[config.mk]
export PLATFORM = sky130hd
export DESIGN_NAME = pin_mux
export DESIGN_NICKNAME = d
export VERILOG_FILES = /design/src/pin_mux_pkg.sv /design/src/pin_mux.sv /design/src/strap_latch.sv
export VERILOG_INCLUDE_DIRS = /design/src
export SDC_FILE = /design/constraint.sdc
export NUM_CORES = 1
export LEC_CHECK = 0
export BUFFER_PORTS_ARGS = -buffer_cell sky130_fd_sc_hd__clkbuf_2
export CAP_MARGIN = 20
export CORE_UTILIZATION = 48
export DETAILED_ROUTE_END_ITERATION = 7
export HOLD_SLACK_MARGIN = 0.02
export MAX_ROUTING_LAYER = met4
export PLACE_DENSITY_LB_ADDON = 0.25
export RECOVER_POWER = 100
export SYNTH_ARGS = -nofsm -noshare
export SYNTH_HDL_FRONTEND = slang
export SYNTH_SLANG_ARGS = --single-unit
[constraint.sdc]
create_clock -name SYS_CLK -period 4.3 [get_ports SYS_CLK]
set_clock_uncertainty 0.2 [all_clocks]
set_input_delay 0.215 -clock SYS_CLK [delete_from_list [all_inputs] [get_ports SYS_CLK]]
set_output_delay 0.215 -clock SYS_CLK [all_outputs]
set_load 0.02 [all_outputs]
[src/pin_mux_params.svh]
// constants for the multi-function pin multiplexer
`ifndef PIN_MUX_PARAMS_SVH
`define PIN_MUX_PARAMS_SVH

// ----------------------------------------------------------------------
// strap codes: resistor settings decoded by the strap sensor
// ----------------------------------------------------------------------
`define STRAP_PD_200K  3'h0
`define STRAP_PU_200K  3'h1
`define STRAP_PD_10K   3'h2
`define STRAP_PU_10K   3'h3
`define STRAP_PD_10R   3'h4
`define STRAP_PU_10R   3'h5

// ----------------------------------------------------------------------
// widths and pin positions (index 0 is pin one)
// ----------------------------------------------------------------------
`define NUM_PINS       7
`define ADDR_W         7
`define PIN_SDA        3
`define PIN_SCL        4
`define PIN_SWAP_CTL   5

// ----------------------------------------------------------------------
// serial-interface strap codes
// ----------------------------------------------------------------------
`define SIF_SMBUS      2'h1
`define SIF_I2C        2'h2

`endif

[src/pin_mux_pkg.sv]
// types shared by the multi-function pin multiplexer
package pin_mux_pkg;

  // pin configuration, one-hot
  typedef enum logic [5:0] {
    CFG_MIXED  = 6'h01,
    CFG_SWAP   = 6'h02,
    CFG_SPEED  = 6'h04,
    CFG_GPIO   = 6'h08,
    CFG_CHARGE = 6'h10,
    CFG_UART   = 6'h20
  } pin_cfg_t;

  // three-state indicator level
  typedef enum logic [1:0] {
    IND_FLOAT = 2'h0,
    IND_LOW   = 2'h1,
    IND_HIGH  = 2'h2
  } ind_t;

endpackage

[src/pin_mux.sv]
// multi-function pin multiplexer: strap-selected routing of seven pins
//
// Functional notes
// - mixed: gpio1-3, sda, scl, swap input, wake
// - swap input low normal, high swapped
// - serial pins are open drain, smbus or i2c
// - suspend wake output drives host sideband wake
// - swap mode: host classes, swap states, serial
// - host class: float none, low gen1, high usb2
// - host detected when class address nonzero
// - inverted swap state complements control
// - swap state follows control
// - speed mode: speeds, serial, port0 host class
// - speed: float none, low usb2, high gen1
// - gpio mode: seven pins gpio 1,2,3,6,8,10,11
// - charge mode: charge indicators, gpio 8,10,11
// - charge: float off, low bc1.2, high enabled
// - uart mode: rts,cts,dcd,serial,dtr,dsr
// - latch strap at reset release
// - six strap resistor codes give six configs
// - configs four and five have no serial function
`timescale 1ns/1ps
`include "pin_mux_params.svh"

module pin_mux
  import pin_mux_pkg::*;
(
  // clock and reset
  input  wire logic                  SYS_CLK,
  input  wire logic                  NRST,
  // straps
  input  wire logic [2:0]            CFG_STRAP_CODE,
  input  wire logic [1:0]            SERIAL_INTERFACE_STRAP,
  // hub core status
  input  wire logic [`ADDR_W-1:0]    USB2_HUB_ADDR,
  input  wire logic [`ADDR_W-1:0]    USB3_HUB_ADDR,
  input  wire logic                  HOST_ON_PORT1,
  input  wire logic [3:0]            PORT_CONNECTED,
  input  wire logic [3:0]            PORT_SUPERSPEED,
  input  wire logic [3:0]            PORT_CHARGE_EN,
  input  wire logic [3:0]            PORT_BC12_MODE,
  input  wire logic                  SUSPEND_WAKE,
  // gpio core side
  input  wire logic [6:0]            GPIO_OUT,
  input  wire logic [6:0]            GPIO_OE,
  output logic [6:0]                 GPIO_IN,
  // serial management core side (high means pull line low)
  input  wire logic                  SERIAL_MGMT_DATA_PULL,
  input  wire logic                  SERIAL_MGMT_CLOCK_PULL,
  output logic                       SERIAL_MGMT_DATA_IN,
  output logic                       SERIAL_MGMT_CLOCK_IN,
  output logic                       SMBUS_SLAVE_EN,
  output logic                       I2C_BRIDGE_EN,
  // uart core side
  input  wire logic                  UART_REQUEST_SEND_N,
  input  wire logic                  UART_TERMINAL_READY_N,
  output logic                       UART_CLEAR_SEND_N,
  output logic                       UART_CARRIER_DETECT_N,
  output logic                       UART_SET_READY_N,
  // role swap and latched pin configuration
  output logic                       ROLE_SWAP,
  output logic [5:0]                 PIN_CONFIG,
  // multi-function pins
  input  wire logic [`NUM_PINS-1:0]  MULTI_FUNCTION_PIN_IN,
  output logic [`NUM_PINS-1:0]       MULTI_FUNCTION_PIN_OUT,
  output logic [`NUM_PINS-1:0]       MULTI_FUNCTION_PIN_OE
);

  // ----------------------------------------------------------------------
  // configuration capture
  // ----------------------------------------------------------------------
  pin_cfg_t cfg;
  logic     cfg_valid;

  strap_latch u_strap (
    .clk        (SYS_CLK),
    .rst_n      (NRST),
    .strap_code (CFG_STRAP_CODE),
    .cfg        (cfg),
    .cfg_valid  (cfg_valid)
  );

  // ----------------------------------------------------------------------
  // indicator helpers
  // ----------------------------------------------------------------------
  function automatic ind_t host_class(input logic on_port);
    if (!on_port) host_class = IND_FLOAT;
    else if (USB3_HUB_ADDR != '0) host_class = IND_LOW;
    else if (USB2_HUB_ADDR != '0) host_class = IND_HIGH;
    else host_class = IND_FLOAT;
  endfunction

  function automatic ind_t speed_ind(input logic conn, input logic ss);
    if (!conn) speed_ind = IND_FLOAT;
    else speed_ind = ss ? IND_HIGH : IND_LOW;
  endfunction

  function automatic ind_t charge_ind(input logic en, input logic bc12);
    if (!en) charge_ind = IND_FLOAT;
    else charge_ind = bc12 ? IND_LOW : IND_HIGH;
  endfunction

  // ----------------------------------------------------------------------
  // pin routing
  // ----------------------------------------------------------------------
  logic [`NUM_PINS-1:0] next_out;
  logic [`NUM_PINS-1:0] next_oe;
  logic [6:0]           next_gpio_in;
  logic                 next_swap;
  logic                 next_sda_in;
  logic                 next_scl_in;
  logic                 next_smb_en;
  logic                 next_i2c_en;
  logic                 next_cts_n;
  logic                 next_dcd_n;
  logic                 next_dsr_n;
  logic                 serial_pins;
  ind_t                 ind [`NUM_PINS];
  logic [`NUM_PINS-1:0] is_ind;
  logic [`NUM_PINS-1:0] pin;

  always_comb begin
    pin          = MULTI_FUNCTION_PIN_IN;
    next_out     = '0;
    next_oe      = '0;
    next_gpio_in = '0;
    next_swap    = ROLE_SWAP;
    next_cts_n   = 1'b1;
    next_dcd_n   = 1'b1;
    next_dsr_n   = 1'b1;
    is_ind       = '0;
    for (int i = 0; i < `NUM_PINS; i++) ind[i] = IND_FLOAT;
    serial_pins  = 1'b0;
    case (cfg)
      CFG_MIXED: begin
        for (int i = 0; i < 3; i++) begin
          next_out[i]     = GPIO_OUT[i];
          next_oe[i]      = GPIO_OE[i];
          next_gpio_in[i] = pin[i];
        end
        serial_pins = 1'b1;
        next_swap   = pin[`PIN_SWAP_CTL];
        next_out[6] = SUSPEND_WAKE;
        next_oe[6]  = 1'b1;
      end
      CFG_SWAP: begin
        serial_pins = 1'b1;
        next_swap   = pin[`PIN_SWAP_CTL];
        is_ind[1:0] = 2'h3;
        ind[0]      = host_class(!ROLE_SWAP);
        ind[1]      = host_class(ROLE_SWAP);
        next_out[2] = ~ROLE_SWAP;
        next_oe[2]  = 1'b1;
        next_out[6] = ROLE_SWAP;
        next_oe[6]  = 1'b1;
      end
      CFG_SPEED: begin
        serial_pins = 1'b1;
        is_ind      = 7'h67;
        for (int i = 0; i < 3; i++) ind[i] = speed_ind(PORT_CONNECTED[i], PORT_SUPERSPEED[i]);
        ind[5]      = speed_ind(PORT_CONNECTED[3], PORT_SUPERSPEED[3]);
        ind[6]      = host_class(!ROLE_SWAP);
      end
      CFG_GPIO: begin
        next_out     = GPIO_OUT;
        next_oe      = GPIO_OE;
        next_gpio_in = pin;
      end
      CFG_CHARGE: begin
        is_ind = 7'h0f;
        for (int i = 0; i < 4; i++) ind[i] = charge_ind(PORT_CHARGE_EN[i], PORT_BC12_MODE[i]);
        for (int i = 4; i < 7; i++) begin
          next_out[i]     = GPIO_OUT[i];
          next_oe[i]      = GPIO_OE[i];
          next_gpio_in[i] = pin[i];
        end
      end
      CFG_UART: begin
        serial_pins = 1'b1;
        next_out[0] = UART_REQUEST_SEND_N;
        next_oe[0]  = 1'b1;
        next_cts_n  = pin[1];
        next_dcd_n  = pin[2];
        next_out[5] = UART_TERMINAL_READY_N;
        next_oe[5]  = 1'b1;
        next_dsr_n  = pin[6];
      end
      default: next_out = '0;
    endcase
    for (int i = 0; i < `NUM_PINS; i++) begin
      if (is_ind[i]) begin
        next_out[i] = (ind[i] == IND_HIGH);
        next_oe[i]  = (ind[i] != IND_FLOAT);
      end
    end
    // open drain: only ever drive low; other modes keep their case values
    if (serial_pins) begin
      next_out[`PIN_SDA] = 1'b0;
      next_out[`PIN_SCL] = 1'b0;
      next_oe[`PIN_SDA]  = SERIAL_MGMT_DATA_PULL;
      next_oe[`PIN_SCL]  = SERIAL_MGMT_CLOCK_PULL;
    end
    next_sda_in = serial_pins ? pin[`PIN_SDA] : 1'b1;
    next_scl_in = serial_pins ? pin[`PIN_SCL] : 1'b1;
    next_smb_en = serial_pins && (SERIAL_INTERFACE_STRAP == `SIF_SMBUS);
    next_i2c_en = serial_pins && (SERIAL_INTERFACE_STRAP == `SIF_I2C);
    // hold everything released until the strap is in
    // capture edge runs on the reset config; keep it off the pin enables, role swap and serial enables
    if (!cfg_valid) begin
      next_oe     = '0;
      next_swap   = 1'b0;
      next_smb_en = 1'b0;
      next_i2c_en = 1'b0;
    end
  end

  always_ff @(posedge SYS_CLK or negedge NRST) begin
    if (!NRST) begin
      MULTI_FUNCTION_PIN_OUT <= '0;
      MULTI_FUNCTION_PIN_OE  <= '0;
      GPIO_IN                <= '0;
      ROLE_SWAP              <= 1'b0;
      SERIAL_MGMT_DATA_IN    <= 1'b1;
      SERIAL_MGMT_CLOCK_IN   <= 1'b1;
      SMBUS_SLAVE_EN         <= 1'b0;
      I2C_BRIDGE_EN          <= 1'b0;
      UART_CLEAR_SEND_N      <= 1'b1;
      UART_CARRIER_DETECT_N  <= 1'b1;
      UART_SET_READY_N       <= 1'b1;
      PIN_CONFIG             <= '0;
    end else begin
      MULTI_FUNCTION_PIN_OUT <= next_out;
      MULTI_FUNCTION_PIN_OE  <= next_oe;
      GPIO_IN                <= next_gpio_in;
      ROLE_SWAP              <= next_swap;
      SERIAL_MGMT_DATA_IN    <= next_sda_in;
      SERIAL_MGMT_CLOCK_IN   <= next_scl_in;
      SMBUS_SLAVE_EN         <= next_smb_en;
      I2C_BRIDGE_EN          <= next_i2c_en;
      UART_CLEAR_SEND_N      <= next_cts_n;
      UART_CARRIER_DETECT_N  <= next_dcd_n;
      UART_SET_READY_N       <= next_dsr_n;
      PIN_CONFIG             <= cfg_valid ? 6'(cfg) : 6'h00;
    end
  end
endmodule // pin_mux

[src/strap_latch.sv]
// strap capture: latches the function-select strap once after reset release
`timescale 1ns/1ps
`include "pin_mux_params.svh"

module strap_latch
  import pin_mux_pkg::*;
(
  // clock and reset
  input  wire logic       clk,
  input  wire logic       rst_n,
  // strap code from the sensor
  input  wire logic [2:0] strap_code,
  // latched configuration
  output pin_cfg_t        cfg,
  output logic            cfg_valid
);

  // ----------------------------------------------------------------------
  // decode
  // ----------------------------------------------------------------------
  function automatic pin_cfg_t decode_strap(input logic [2:0] code);
    case (code)
      `STRAP_PD_200K: decode_strap = CFG_MIXED;
      `STRAP_PU_200K: decode_strap = CFG_SWAP;
      `STRAP_PD_10K:  decode_strap = CFG_SPEED;
      `STRAP_PU_10K:  decode_strap = CFG_GPIO;
      `STRAP_PD_10R:  decode_strap = CFG_CHARGE;
      `STRAP_PU_10R:  decode_strap = CFG_UART;
      // unsupported codes fall back to mixed
      default:        decode_strap = CFG_MIXED;
    endcase
  endfunction

  pin_cfg_t next_cfg;
  logic     next_cfg_valid;

  always_comb begin
    next_cfg       = cfg;
    next_cfg_valid = 1'b1;
    if (!cfg_valid) begin
      next_cfg = decode_strap(strap_code);
    end
  end

  // frozen after the first edge; only a reset reopens it
  always_ff @(posedge clk or negedge rst_n) begin
    if (!rst_n) begin
      cfg       <= CFG_MIXED;
      cfg_valid <= 1'b0;
    end else begin
      cfg       <= next_cfg;
      cfg_valid <= next_cfg_valid;
    end
  end
endmodule // strap_latch

# Word-level counts from Yosys, hierarchy flattened
# Cells that the tools add are included.
# op_classes
eq_ne	20
n_mux	72
bitwise	1
n_reduce_logical	15
# ops
operator	count
2-bit 2-to-1 mux	24
1-bit 2-to-1 mux	31
6-bit one-hot mux with 5 select lines	1
2-bit == test, second input constant	7
1-bit one-hot mux with 2 select lines	7
7-bit nonzero test	2
4-bit one-hot mux with 3 select lines	1
2-bit nonzero test	6
5-bit one-hot mux with 2 select lines	1
7-bit 2-to-1 mux	1
3-bit by 2-bit == test with 1-bit output, second input constant	2
3-bit == test, second input constant	2
6-bit by 1-bit == test with 1-bit output, second input constant	1
6-bit by 2-bit == test with 1-bit output, second input constant	1
6-bit by 3-bit == test with 1-bit output, second input constant	1
6-bit by 4-bit == test with 1-bit output, second input constant	1
6-bit by 5-bit == test with 1-bit output, second input constant	1
6-bit == test, second input constant	1
3-bit 2-to-1 mux	2
6-bit 2-to-1 mux	1
2-bit OR reduction	3
4-bit 2-to-1 mux	1
2-bit one-hot mux with 2 select lines	1
4-bit OR reduction	1
7 further kinds	8
# totals
ff_bits	42
output_inout_bits	35
elab_cells	122

# Logic depth before layout (Yosys ltp)
# Gate-level depths: netlist of run 1.
# logic_depth
ltp_word	8
depth_mapped	6

# Modules after synthesis
# Synthesis of run 1 repeated with hierarchy kept, for this count alone.
# hier_totals
hier_cells	182
hier_area_um2	2001.9
# modules_own_cells
module	n_inst	cells_per_inst	area_per_inst_um2
pin_mux	1	157	1706.6
strap_latch	1	25	295.3

# Worst setup path before layout of run 1
# No wires, ideal clock.
# synth_timing
path_kind	reg2reg
from	register u_strap.cfg[1]
to	register MULTI_FUNCTION_PIN_OE[0]
setup_ps	99
t_arrival_ps	1680
t_required_ps	4001
slack_ps	2321
stages_incl_launch_ff	6
n_path_buf	1
period_less_slack_ps	1979
path_cell_list	dfrtp_1 > buf_4 > or4_4 > nor3b_4 > a22oi_1 > a311oi_1
# synth_via
elab_chain_len	5
word_cells_on_any_way	14
classes_between	eq/ne (6); mux (5); reduce/logical (3)
# synth_lines
element	line_no	source
from (decl)	strap_latch.sv:14	output pin_cfg_t cfg,
from (signal assigned)	strap_latch.sv:51	cfg <= next_cfg;
6-bit by 5-bit == test with 1-bit output (tied with other cells)	pin_mux.sv:134	case (cfg)
4-bit one-hot mux with 3 select lines (tied with other cells)	pin_mux.sv:134	
2-bit nonzero test (tied with other cells)	pin_mux.sv:193	next_oe[i] = (ind[i] != IND_FLOAT);
1-bit 2-to-1 mux *	pin_mux.sv:191	if (is_ind[i]) begin
7-bit 2-to-1 mux *	pin_mux.sv:209	if (!cfg_valid) begin
net next_oe[0]	pin_mux.sv:107	logic [`NUM_PINS-1:0] next_oe;
to (signal assigned)	pin_mux.sv:233	MULTI_FUNCTION_PIN_OE <= next_oe;
to (decl)	pin_mux.sv:66	output logic [`NUM_PINS-1:0] MULTI_FUNCTION_PIN_OE
# Mark *: on every way through the listed nets, which the timed path passes. The rest lies on a longest branch.
# A chain may end at the register's enable or synchronous reset.

# Worst setup path in the final report of run 1
# layout_timing
from	register u_strap.cfg[1]
to	register MULTI_FUNCTION_PIN_OUT[2]
# layout_via
elab_chain_len	4
word_cells_on_any_way	11
classes_between	eq/ne (6); mux (4); reduce/logical (1)
# layout_lines
element	line_no	source
6-bit by 5-bit == test with 1-bit output (tied with other cells)	pin_mux.sv:134	
2-bit one-hot mux with 2 select lines or 2-bit OR reduction (tied branches)	n/a	
2-bit == test or 1-bit one-hot mux with 2 select lines (tied branches)	pin_mux.sv:192, pin_mux.sv:134	
1-bit 2-to-1 mux *	pin_mux.sv:191	
net next_out[2]	pin_mux.sv:106	logic [`NUM_PINS-1:0] next_out;
to (signal assigned)	pin_mux.sv:232	MULTI_FUNCTION_PIN_OUT <= next_out;
to (decl)	pin_mux.sv:65	output logic [`NUM_PINS-1:0] MULTI_FUNCTION_PIN_OUT,
# Marked as above.

==> run metrics, run 1 <==
pin count of the biggest net entering global routing 43; final net count 367; CTS tree done; Synth top cells by count dfrtp_1, and2_1, nor2_1; failing checks capacitance limit, slew limit; Root Buffer Master clkbuf_8; Static Leak 1.33 nW; drt pass-1 iters 4; initial core utilization 51.0%; Synth area leaders dfrtp_1, dfstp_2, and2_1; GP Congestion 0.824; CTS H-tree depth 2; fin area 2780 um2; Worst Hold Class in2reg; DP Wirelength 3210 um; Hold Vio Cnt, Final 0; EDFF count, synth 0; # setup viols final 0; vias per std cell slightly above 5; Post-Syn Area ~1900 um2; Simple-Gate Fraction of Synth Area 24.6%; mux share of post-synthesis cell area 1.05%; Routed wire per std cell 14.7 um; commonest register cell after synthesis dfrtp_1; largest family of logic cells by synthesized area simple AND/OR/NAND/NOR gates; Synth async-reset ratio 100%; Peak VDD IR 0.236 mV; Mean Syn Cell Area 11.1 um2; layout cells sized above 1 26.3%; R2R Setup Slk 1.17 ns; Worst EP required 4.33 ns; syn nets between 200 and 250; drt total wl 5180 um; adder-cell area share of the yosys netlist 0%; via count 1829; GRT overflow 0; crit path launch type flip-flop; compound-cell area share of the yosys netlist 13.0%; DRC errors left 0; top cell type by total area after synthesis dfrtp_1; share of power burned in registers approximately half; full die area 4240 um2; Clock Sinks 42; Reg clk slew, reported paths 0.08 ns; Synth warnings 0; Slew HR -8.34%; Switch Pwr 0.253 mW; Die Height 65.1 um; initial antenna violation count 0; std cell rows 22; ant diodes 0; Setup CP Type reg2reg; Int Power 0.624 mW; Max Clk Rate 319 MHz; Final Util 74.2%; layout overhead on the synthesized area 45.4%; combinational group share of total power 21.7%; Clock Latency Late Sink between 0.2 and 0.3 ns; max_cap viols 1; Syn Inst Count 172; Synth Area in XOR/XNOR 1.83%; Max FO, Critical Path 10; area share of the largest cell type after synthesis between 40% and 50%; power per cell area roughly 320 nW/um2; period utilization 72.9%; Die X-Extent 65.1 um; clock buffer depth 2; Setup crit end kind flip-flop; Placed Area 2410 um2; total negative setup slack 0 ns; initial DRC count 82; Clock Power Share 27.9%; WP data arrival approximately 3.2 ns; RSZ-0062 raised after global routing false; Tightest Pin Transition around 1.6 ns; Hold Slack between 0.02 and 0.03 ns; flops & latches, synth 42; Pins Over Slew Limit 32; core area about 3700 um2; sw frac 28.8%; minimum clock period after layout roughly 3.1 ns; DRT antenna net count 0; Ports 99; Port Buffers 97; Netlist cell types slightly above 50; status complete, but fails checks; Seq/Total Area, Yosys between 50% and 60%; first-pass GRT wire length 8000 um; Num CTS Buffers 5; total track usage 25.7%; most common cell in the netlist dfrtp_1; vias in the first global route 1777
-- stage by stage --
stage                     cells  worst slack [ns]  total power [mW]
after floorplan             172              2.32             0.547
after global placement      308              2.16             0.615
after detailed placement    308              2.09             0.619
after CTS                   351              1.23             0.887
after global routing        352             0.969             0.918
final                       352              1.17             0.877
-- logic make-up (layout without fill, tap and decap cells) --
family | count (synthesis) | in the layout
buffers and inverters | 16 | 148
flip-flops | 42 | 42
XOR/XNOR | 4 | 4
AO/OA/AOI/OAI | 32 | 32
AND/OR/NAND/NOR | 75 | 75
multiplexers | 2 | 2
other | 1 | 1
-- layout make-up --
class | count | area [um2]
clock buffers | 6 | 72.6
clock inverters | 2 | 13.8
fillers | 298 | 965
inverters | 7 | 26.3
multi-input cells | 114 | 754
flip-flops and latches | 42 | 1060
well taps | 48 | 60.1
repair buffers | 133 | 793
-- flip-flops by register name, summed over array words and instances (netlist names) --
name,flops
GPIO_IN,7
SERIAL_MGMT_CLOCK_IN,1
UART_SET_READY_N,1
SERIAL_MGMT_DATA_IN,1
MULTI_FUNCTION_PIN_OE,7
PIN_CONFIG,6
MULTI_FUNCTION_PIN_OUT,7
UART_CLEAR_SEND_N,1
ROLE_SWAP,1
I2C_BRIDGE_EN,1
u_strap.cfg_valid,1
UART_CARRIER_DETECT_N,1
u_strap.cfg,6
SMBUS_SLAVE_EN,1
-- power groups by stage --
stage / logic [mW] / clock network (mW) / registers (mW)
2_1_floorplan: 0.0789 / 0 / 0.468
3_3_place_gp: 0.166 / 0 / 0.449
3_5_place_dp: 0.169 / 0 / 0.450
4_1_cts: 0.198 / 0.247 / 0.442
5_1_grt: 0.206 / 0.265 / 0.446
6_report: 0.190 / 0.245 / 0.442
-- critical path, cell delays in order (launching register included) --
cell and delay, ns:
dfrtp_1 0.49, or4_1 0.61, nor3b_4 0.39, a32oi_1 0.15, dlygate4sd3_1 0.60, nand3_1 0.08
dlygate4sd3_1 0.55
-- per-layer routing --
metal	track usage (%)	share of wire (%)
met1	31.3	41
met2	43.0	51
met3	5.03	5.3
met4	8.97	2.6
met5	-	0
-- placed cells by master (no fill, tap or decap), drive strengths merged, types with 2 or more instances in the layout --
cell,instances
nor3b,4
a32oi,2
nand3,7
nor4b,2
dfrtp,36
inv,7
or2b,2
and2,11
xor2,3
o211ai,2
and3,5
nor4,3
nand2b,3
a211oi,2
dlygate4sd3,35
nor3,4
mux2i,2
a31o,4
a21oi,4
or2,3
nor2,11
a22oi,4
nor4bb,2
nor2b,3
clkbuf,104
a221o,2
dfstp,6
nand2,6
or3,2
or4,3
o21ai,3
clkinv,2
nand3b,2
a311oi,2
-- final timing paths --
check	start	endpoint	cells past startpoint
setup / recovery	u_strap.cfg[1]	MULTI_FUNCTION_PIN_OUT[2]	6
hold reg to reg	u_strap.cfg[0]	u_strap.cfg[0]	2
max in group asynchronous	NRST	MULTI_FUNCTION_PIN_OE[2]	3
hold / removal	PORT_CONNECTED[2]	MULTI_FUNCTION_PIN_OE[2]	3
setup reg to reg	u_strap.cfg[1]	MULTI_FUNCTION_PIN_OUT[2]	6
min in group asynchronous	NRST	GPIO_IN[4]	2
-- timing repair --
| action | in CTS | in global routing |
|---|---|---|
| hold buffers | 35 | 0 |
| endpoints found under the setup margin | 0 | 0 |
| setup buffers | 0 | 0 |
| endpoints found under the hold margin | 64 | 0 |
| gates resized for setup | 0 | 0 |
No activity file was read; power rests on OpenSTA's default activity.
==> run 2, diff against run 1 <==
--- a/config.mk
+++ b/config.mk
@@ -8,7 +8,7 @@
 export LEC_CHECK = 0
 export BUFFER_PORTS_ARGS = -buffer_cell sky130_fd_sc_hd__clkbuf_2
 export CAP_MARGIN = 20
-export CORE_UTILIZATION = 48
+export CORE_UTILIZATION = 40
 export DETAILED_ROUTE_END_ITERATION = 7
 export HOLD_SLACK_MARGIN = 0.02
 export MAX_ROUTING_LAYER = met4
==> constraint.sdc (replaced) <==
create_clock -name SYS_CLK -period 2.8 [get_ports SYS_CLK]
set_clock_uncertainty 0.2 [all_clocks]
set_input_delay 0.14 -clock SYS_CLK [delete_from_list [all_inputs] [get_ports SYS_CLK]]
set_output_delay 0.14 -clock SYS_CLK [all_outputs]
set_load 0.02 [all_outputs]
==> run 2 against run 1 <==
Net effect:
- the flow finishes with violations (DRC)
- core utilization down 8.0 points
- via count is 3.6% higher
- register-to-register slack got worse by 1.0 ns
- sequential power is 53% higher
- sequential share of layout area decreased by 2.4 points
- clock power rose by 89%
- die area rose by 19%
- routed wire length grew 1.3%
- worst hold slack better by 0.0033 ns
- global-route usage down 3.5 points
- sequential cell count stayed put
- critical path type unchanged
- critical endpoint is now MULTI_FUNCTION_PIN_OUT[1]
==> run metrics, run 2 (synthesized netlist as in run 1, its figures left out) <==
Ports 99 (unchanged); full die area 5060 um2 (was 4240 um2); CTS tree done (unchanged); first-pass GRT wire length 8310 um (was 8000 um); fill cell count 358 (was 298); Max Clk Rate 380 MHz (was 319 MHz); RSZ-0062 raised after global routing false (unchanged); initial core utilization 42.7% (was 51.0%); Setup crit end kind flip-flop (unchanged); Routed wire per std cell 14.2 um (was 14.7 um); Setup CP Type reg2reg (unchanged); power per cell area 490 nW/um2 (was 315 nW/um2); layout cells sized above 1 26.6% (was 26.3%); cell chain of the critical path or4_4, nor3b_2, clkbuf_2, nand2_1, o211ai_1, dlygate4sd3_1 (was or4_1, nor3b_4, a32oi_1, dlygate4sd3_1, nand3_1, dlygate4sd3_1); ant diodes 0 (unchanged); Hold Slack 0.0293 ns (was 0.0260 ns); Hold Vio Cnt, Final 0 (unchanged); Reg-to-Reg End MULTI_FUNCTION_PIN_OUT[1] (was MULTI_FUNCTION_PIN_OUT[2]); Die X-Extent 71.1 um (was 65.1 um); Multi-input gate area 771 um2 (was 754 um2); crit path launch type flip-flop (unchanged); register area 1060 um2 (unchanged); drt pass-1 iters 7 (was 4); DP Wirelength 3370 um (was 3210 um); Placed Area 2420 um2 (was 2410 um2); CP Depth 6 (unchanged); CTS H-tree depth 2 (unchanged); Reg clk slew, reported paths 0.08 ns (about the same); fin cells 371 (was 352); most frequent cells in the layout clkbuf_2, dlygate4sd3_1, clkbuf_1 (was clkbuf_2, clkbuf_1, dfrtp_1); Clock Sinks 42 (unchanged); CP max stage delay 0.59 ns (was 0.61 ns); DRT antenna net count 0 (unchanged); WP buf/inv 2 (unchanged); vias per std cell 5.11 (was 5.20); CP Capture Point MULTI_FUNCTION_PIN_OUT[1] (was MULTI_FUNCTION_PIN_OUT[2]); Root Buffer Master clkbuf_8 (unchanged); minimum clock period after layout 2.63 ns (was 3.13 ns); GP Congestion 0.837 (was 0.824); Port Buffers 97 (unchanged); pin count of the biggest net entering global routing 43 (unchanged); failing checks DRC (was capacitance limit, slew limit); status complete, but fails checks (unchanged); Peak VDD IR 0.357 mV (was 0.236 mV); Tightest Pin Transition 1.04 ns (was 1.63 ns); fin area 2970 um2 (was 2780 um2); initial DRC count 83 (was 82); total track usage 22.2% (was 25.7%); drt total wl 5250 um (was 5180 um); Max FO, Critical Path 10 (unchanged); clock buffer depth 2 (unchanged); WP data arrival 2.66 ns (was 3.16 ns); Slew HR 30.9% (was -8.34%); Die Height 71.1 um (was 65.1 um); pre-CTS WS 0.644 ns (was 2.09 ns); initial antenna violation count 0 (unchanged); std cell rows 24 (was 22); core area 4470 um2 (was 3740 um2); final net count 382 (was 367); Static Leak 1.40 nW (was 1.33 nW); via count 1895 (was 1829); GRT overflow 0 (unchanged); Crit. Startpoint u_strap.cfg[1] (unchanged); Num CTS Buffers 5 (unchanged); # setup viols final 0 (unchanged); layout overhead on the synthesized area 55.2% (was 45.4%); setup ws final 0.168 ns (was 1.17 ns); Worst Hold Class in2reg (unchanged); vias in the first global route 1864 (was 1777); Clock Latency Late Sink 0.29 ns (about the same); total negative setup slack 0 ns (unchanged); DRC errors left 7 (was 0); Design Power 1.45 mW (was 0.877 mW); post_cts resized 0 (unchanged); worst hold start GPIO_OE[0] (was PORT_CONNECTED[2]); max_cap viols 0 (was 1); R2R Setup Slk 0.17 ns (was 1.17 ns); Final Util 66.3% (was 74.2%); worst r2r path cells 6 (unchanged); Pins Over Slew Limit 0 (was 32); commonest non-fill, non-tap cell in the layout clkbuf_2 (unchanged); placed cells 313 (was 308); Worst EP required 2.82 ns (was 4.33 ns); largest registers GPIO_IN x7, MULTI_FUNCTION_PIN_OE x7, MULTI_FUNCTION_PIN_OUT x7 (unchanged); Worst path top cell family by delay simple AND/OR/NAND/NOR gates (was buffers and inverters); period utilization 94.0% (was 72.9%); r2r startpoint u_strap.cfg[1] (unchanged); CP max-delay cell dlygate4sd3_1 (was or4_1)
[run 2: cell count changes in the layout (fill, tap and decap cells not counted), sizes merged]
cell          previous run  this run
bufinv                   0         1
buf                      0         1
clkinv                   2         0
dlymetal6s4s             0         1
dlygate4sd3             35        47
clkbuf                 104       106
[run 2: worst reg2reg max path: cells and delay by family (launching register included)]
family          cells  cell delay, ns
simple gates        3            0.89
buf+inv             2            0.82
flops               1            0.48
compound gates      1            0.17
[run 2: final cells by class]
class                      count  share of cell area [%]
clock buffer                   7                    2.57
clock inverter                 1                    1.01
tap                           52                    2.19
timing repair buffer         148                    31.6
multi-input combinational    114                    26.0
inverter                       7                   0.886
sequential                    42                    35.7
[run 2: worst min-delay path by stage]
stage                                     to  cells past startpoint  slack, ns
finish              MULTI_FUNCTION_PIN_OE[0]                      3       0.03
CTS                 MULTI_FUNCTION_PIN_OE[1]                      3       0.03
global route        MULTI_FUNCTION_PIN_OE[0]                      3       0.04
floorplan                         GPIO_IN[0]                      0      -0.36
global placement               I2C_BRIDGE_EN                      2       0.11
detailed placement             I2C_BRIDGE_EN                      2       0.11
[run 2: metal layers]
layer  vias to the layer above  GRT usage [%]  part of all wire, %
met4                         0           8.89                  3.5
met1                       893           24.7                   38
met3                        23           4.99                  5.6
li1                        906              -                    -
met5                         -              -                    0
met2                        73           38.6                   53
[run 2: power by group]
group	internal, mW	leakage, nW	total [mW]	switching, mW
sequential	0.649	0.549	0.678	0.0292
combinational	0.149	0.803	0.312	0.164
clock	0.267	0.0524	0.463	0.196
[run 2: timing repair]
item	CTS	global route
hold buffers	47	0
hold endpoints to repair	70	0
endpoints found under the setup margin	0	1
setup buffers	0	2
==> run 3, diff against run 2 <==
--- a/config.mk
+++ b/config.mk
@@ -8,7 +8,7 @@
 export LEC_CHECK = 0
 export BUFFER_PORTS_ARGS = -buffer_cell sky130_fd_sc_hd__clkbuf_2
 export CAP_MARGIN = 20
-export CORE_UTILIZATION = 40
+export CORE_UTILIZATION = 45
 export DETAILED_ROUTE_END_ITERATION = 7
 export HOLD_SLACK_MARGIN = 0.02
 export MAX_ROUTING_LAYER = met4
@@ -16,4 +16,5 @@
 export RECOVER_POWER = 100
 export SYNTH_ARGS = -nofsm -noshare
 export SYNTH_HDL_FRONTEND = slang
+export SYNTH_HIERARCHICAL = 1
 export SYNTH_SLANG_ARGS = --single-unit
==> constraint.sdc (replaced) <==
create_clock -name SYS_CLK -period 2.9 [get_ports SYS_CLK]
set_clock_uncertainty 0.2 [all_clocks]
set_input_delay 0.145 -clock SYS_CLK [delete_from_list [all_inputs] [get_ports SYS_CLK]]
set_output_delay 0.145 -clock SYS_CLK [all_outputs]
set_load 0.02 [all_outputs]
==> run 3 against run 2 <==
Net effect:
- the flow now finishes without violations
- synthesized area rose by 4.8%
- clock power shrank 0.9%
- via count increased by 1.3%
- critical path type unchanged
- count of clock-buffer cells in the layout shrank 2
- critical path depth unchanged
- critical endpoint is now MULTI_FUNCTION_PIN_OUT[0]
- largest cell class unchanged
==> run metrics, run 3 <==
Tightest Pin Transition 0.699 ns (was 1.04 ns); worst r2r path cells 6 (unchanged); Root Buffer Master clkbuf_8 (unchanged); Mean Syn Cell Area 11.0 um2 (was 11.1 um2); Seq/Total Area, Yosys 52.9% (was 55.4%); vias per std cell 5.16 (was 5.11); Reg-to-Reg End MULTI_FUNCTION_PIN_OUT[0] (was MULTI_FUNCTION_PIN_OUT[1]); DRC errors left 0 (was 7); register area 1060 um2 (about the same); Reg clk slew, reported paths 0.08 ns (about the same); DP Wirelength 3270 um (was 3370 um); r2r startpoint u_strap/cfg[4] (was u_strap.cfg[1]); total track usage 22.5% (was 22.2%); WP data arrival 2.81 ns (was 2.66 ns); flops & latches, synth 42 (unchanged); GP Congestion 0.805 (was 0.837); drt total wl 5200 um (was 5250 um); Worst EP required 2.93 ns (was 2.82 ns); vias in the first global route 1606 (was 1864); GRT overflow 0 (unchanged); Port Buffers 97 (unchanged); Netlist cell types 53 (was 51); Synth async-reset ratio 100% (unchanged); final net count 385 (was 382); Ports 99 (unchanged); clock buffer depth 2 (unchanged); minimum clock period after layout 2.78 ns (was 2.63 ns); Hold Slack 0.0306 ns (was 0.0293 ns); period utilization 96.0% (was 94.0%); via count 1920 (was 1895); Static Leak 1.39 nW (was 1.40 nW); pin count of the biggest net entering global routing 43 (unchanged); Synth top cells by count dfrtp_1, nand2_1, and2_1 (was dfrtp_1, and2_1, nor2_1); CTS H-tree depth 2 (unchanged); std cell rows 23 (was 24); Max FO, Critical Path 13 (was 10); CTS tree done (unchanged); commonest register cell after synthesis dfrtp_1 (unchanged); Hold Vio Cnt, Final 0 (unchanged); Post-Syn Area 2000 um2 (was 1910 um2); Peak VDD IR 0.265 mV (was 0.357 mV); Design Power 1.44 mW (was 1.45 mW); # setup viols final 0 (unchanged); most frequent cells in the layout clkbuf_2, dlygate4sd3_1, clkbuf_1 (unchanged); Setup CP Type reg2reg (unchanged); status finished clean (was complete, but fails checks); initial antenna violation count 0 (unchanged); layout cells sized above 1 28.3% (was 26.6%); full die area 4720 um2 (was 5060 um2); CP Capture Point MULTI_FUNCTION_PIN_OUT[0] (was MULTI_FUNCTION_PIN_OUT[1]); power per cell area 485 nW/um2 (was 490 nW/um2); layout overhead on the synthesized area 48.3% (was 55.2%); RSZ-0062 raised after global routing false (unchanged); top cell type by total area after synthesis dfrtp_1 (unchanged); drt pass-1 iters 4 (was 7); Num CTS Buffers 5 (unchanged); most common cell in the netlist dfrtp_1 (unchanged); Setup crit end kind flip-flop (unchanged); fill cell count 324 (was 358); Worst Hold Class in2reg (unchanged); Multi-input gate area 800 um2 (was 771 um2); first-pass GRT wire length 7500 um (was 8310 um); crit path launch type flip-flop (unchanged); commonest non-fill, non-tap cell in the layout clkbuf_2 (unchanged); Slew HR 53.2% (was 30.9%); area share of the largest cell type after synthesis 45.0% (was 47.2%); Syn Inst Count 182 (was 172); Clock Sinks 42 (unchanged); initial core utilization 48.3% (was 42.7%); R2R Setup Slk 0.12 ns (was 0.17 ns); Clock Latency Late Sink 0.29 ns (about the same); syn nets 246 (was 236); Synth area leaders dfrtp_1, dfstp_2, and2_1 (unchanged); core area 4140 um2 (was 4470 um2); ant diodes 0 (unchanged); Die Height 68.7 um (was 71.1 um); Routed wire per std cell 14.0 um (was 14.2 um); max_cap viols 0 (unchanged); EDFF count, synth 0 (unchanged); DRT antenna net count 0 (unchanged); Die X-Extent 68.7 um (was 71.1 um); Synth warnings 6 (was 0); initial DRC count 94 (was 83); total negative setup slack 0 ns (unchanged); Pins Over Slew Limit 0 (unchanged); largest registers GPIO_IN x7, MULTI_FUNCTION_PIN_OE x7, MULTI_FUNCTION_PIN_OUT x7 (unchanged); Max Clk Rate 359 MHz (was 380 MHz); Crit. Startpoint u_strap/cfg[4] (was u_strap.cfg[1])
run 3: critical path, stage by stage (launching register included):
cell	delay (ns)
dfrtp_2	0.51
nor3_1	0.26
and3_2	0.34
a32oi_1	0.14
dlygate4sd3_1	0.59
o211ai_1	0.08
dlygate4sd3_1	0.59
run 3: cells by family (layout without fill, tap and decap cells):
logic type      count (synthesis)  count (layout)  share of synthesized area (%)
compound gates                 41              41                           15.4
other cells                     1               1                          0.187
flops                          42              42                           52.9
buf+inv                        17             157                           5.12
xor+xnor                        4               4                           2.50
simple gates                   77              77                           23.9
run 3: what timing repair did:
item | in CTS | in global routing
hold buffers | 42 | 0
endpoints found under the setup margin | 0 | 1
gates resized for setup | 0 | 5
endpoints found under the hold margin | 70 | 0
setup buffers | 0 | 3
run 3: worst min-delay path by stage:
stage,end,start,slack (ns),cells after the start
after floorplan,GPIO_IN[0],NRST,-0.35,0
after global placement,SMBUS_SLAVE_EN,SERIAL_INTERFACE_STRAP[1],0.12,2
after detailed placement,SMBUS_SLAVE_EN,SERIAL_INTERFACE_STRAP[1],0.13,2
after CTS,MULTI_FUNCTION_PIN_OE[0],GPIO_OE[0],0.03,3
after global routing,MULTI_FUNCTION_PIN_OE[1],PORT_CONNECTED[1],0.05,3
final,MULTI_FUNCTION_PIN_OE[1],PORT_CONNECTED[1],0.03,3
run 3: report_power, final:
part / internal [mW] / switching [mW] / leakage, nW / total, mW
registers: 0.629 / 0.0333 / 0.543 / 0.663
clock network: 0.254 / 0.206 / 0.0579 / 0.459
logic: 0.153 / 0.164 / 0.789 / 0.317
total: 1.04 / 0.403 / 1.39 / 1.44
run 3: routing by layer:
layer	part of all wire, %	GRT usage [%]	wire length, um
met5	0	-	0
met4	0.96	4.85	50
met3	6.8	5.59	355
met2	48	36.9	2500
met1	44	28.2	2290
run 3: cell type report:
class                   instances  area share [%]
clock inverters                 3            1.35
inverters                       6           0.759
well taps                      50            2.11
clock buffers                   5            2.32
multi-input cells             123            26.9
flip-flops and latches         42            35.8
repair buffers                143            30.7
run 3: stage by stage:
stage	area (um2)	worst slack [ns]	instances	utilization, %
detailed placement	2470	0.892	318	59.6
global placement	2470	0.934	318	59.6
CTS	3000	0.0216	368	72.4
floorplan	2000	1.08	182	-
global route	2970	0.0246	372	71.6
finish	2970	0.116	372	71.6
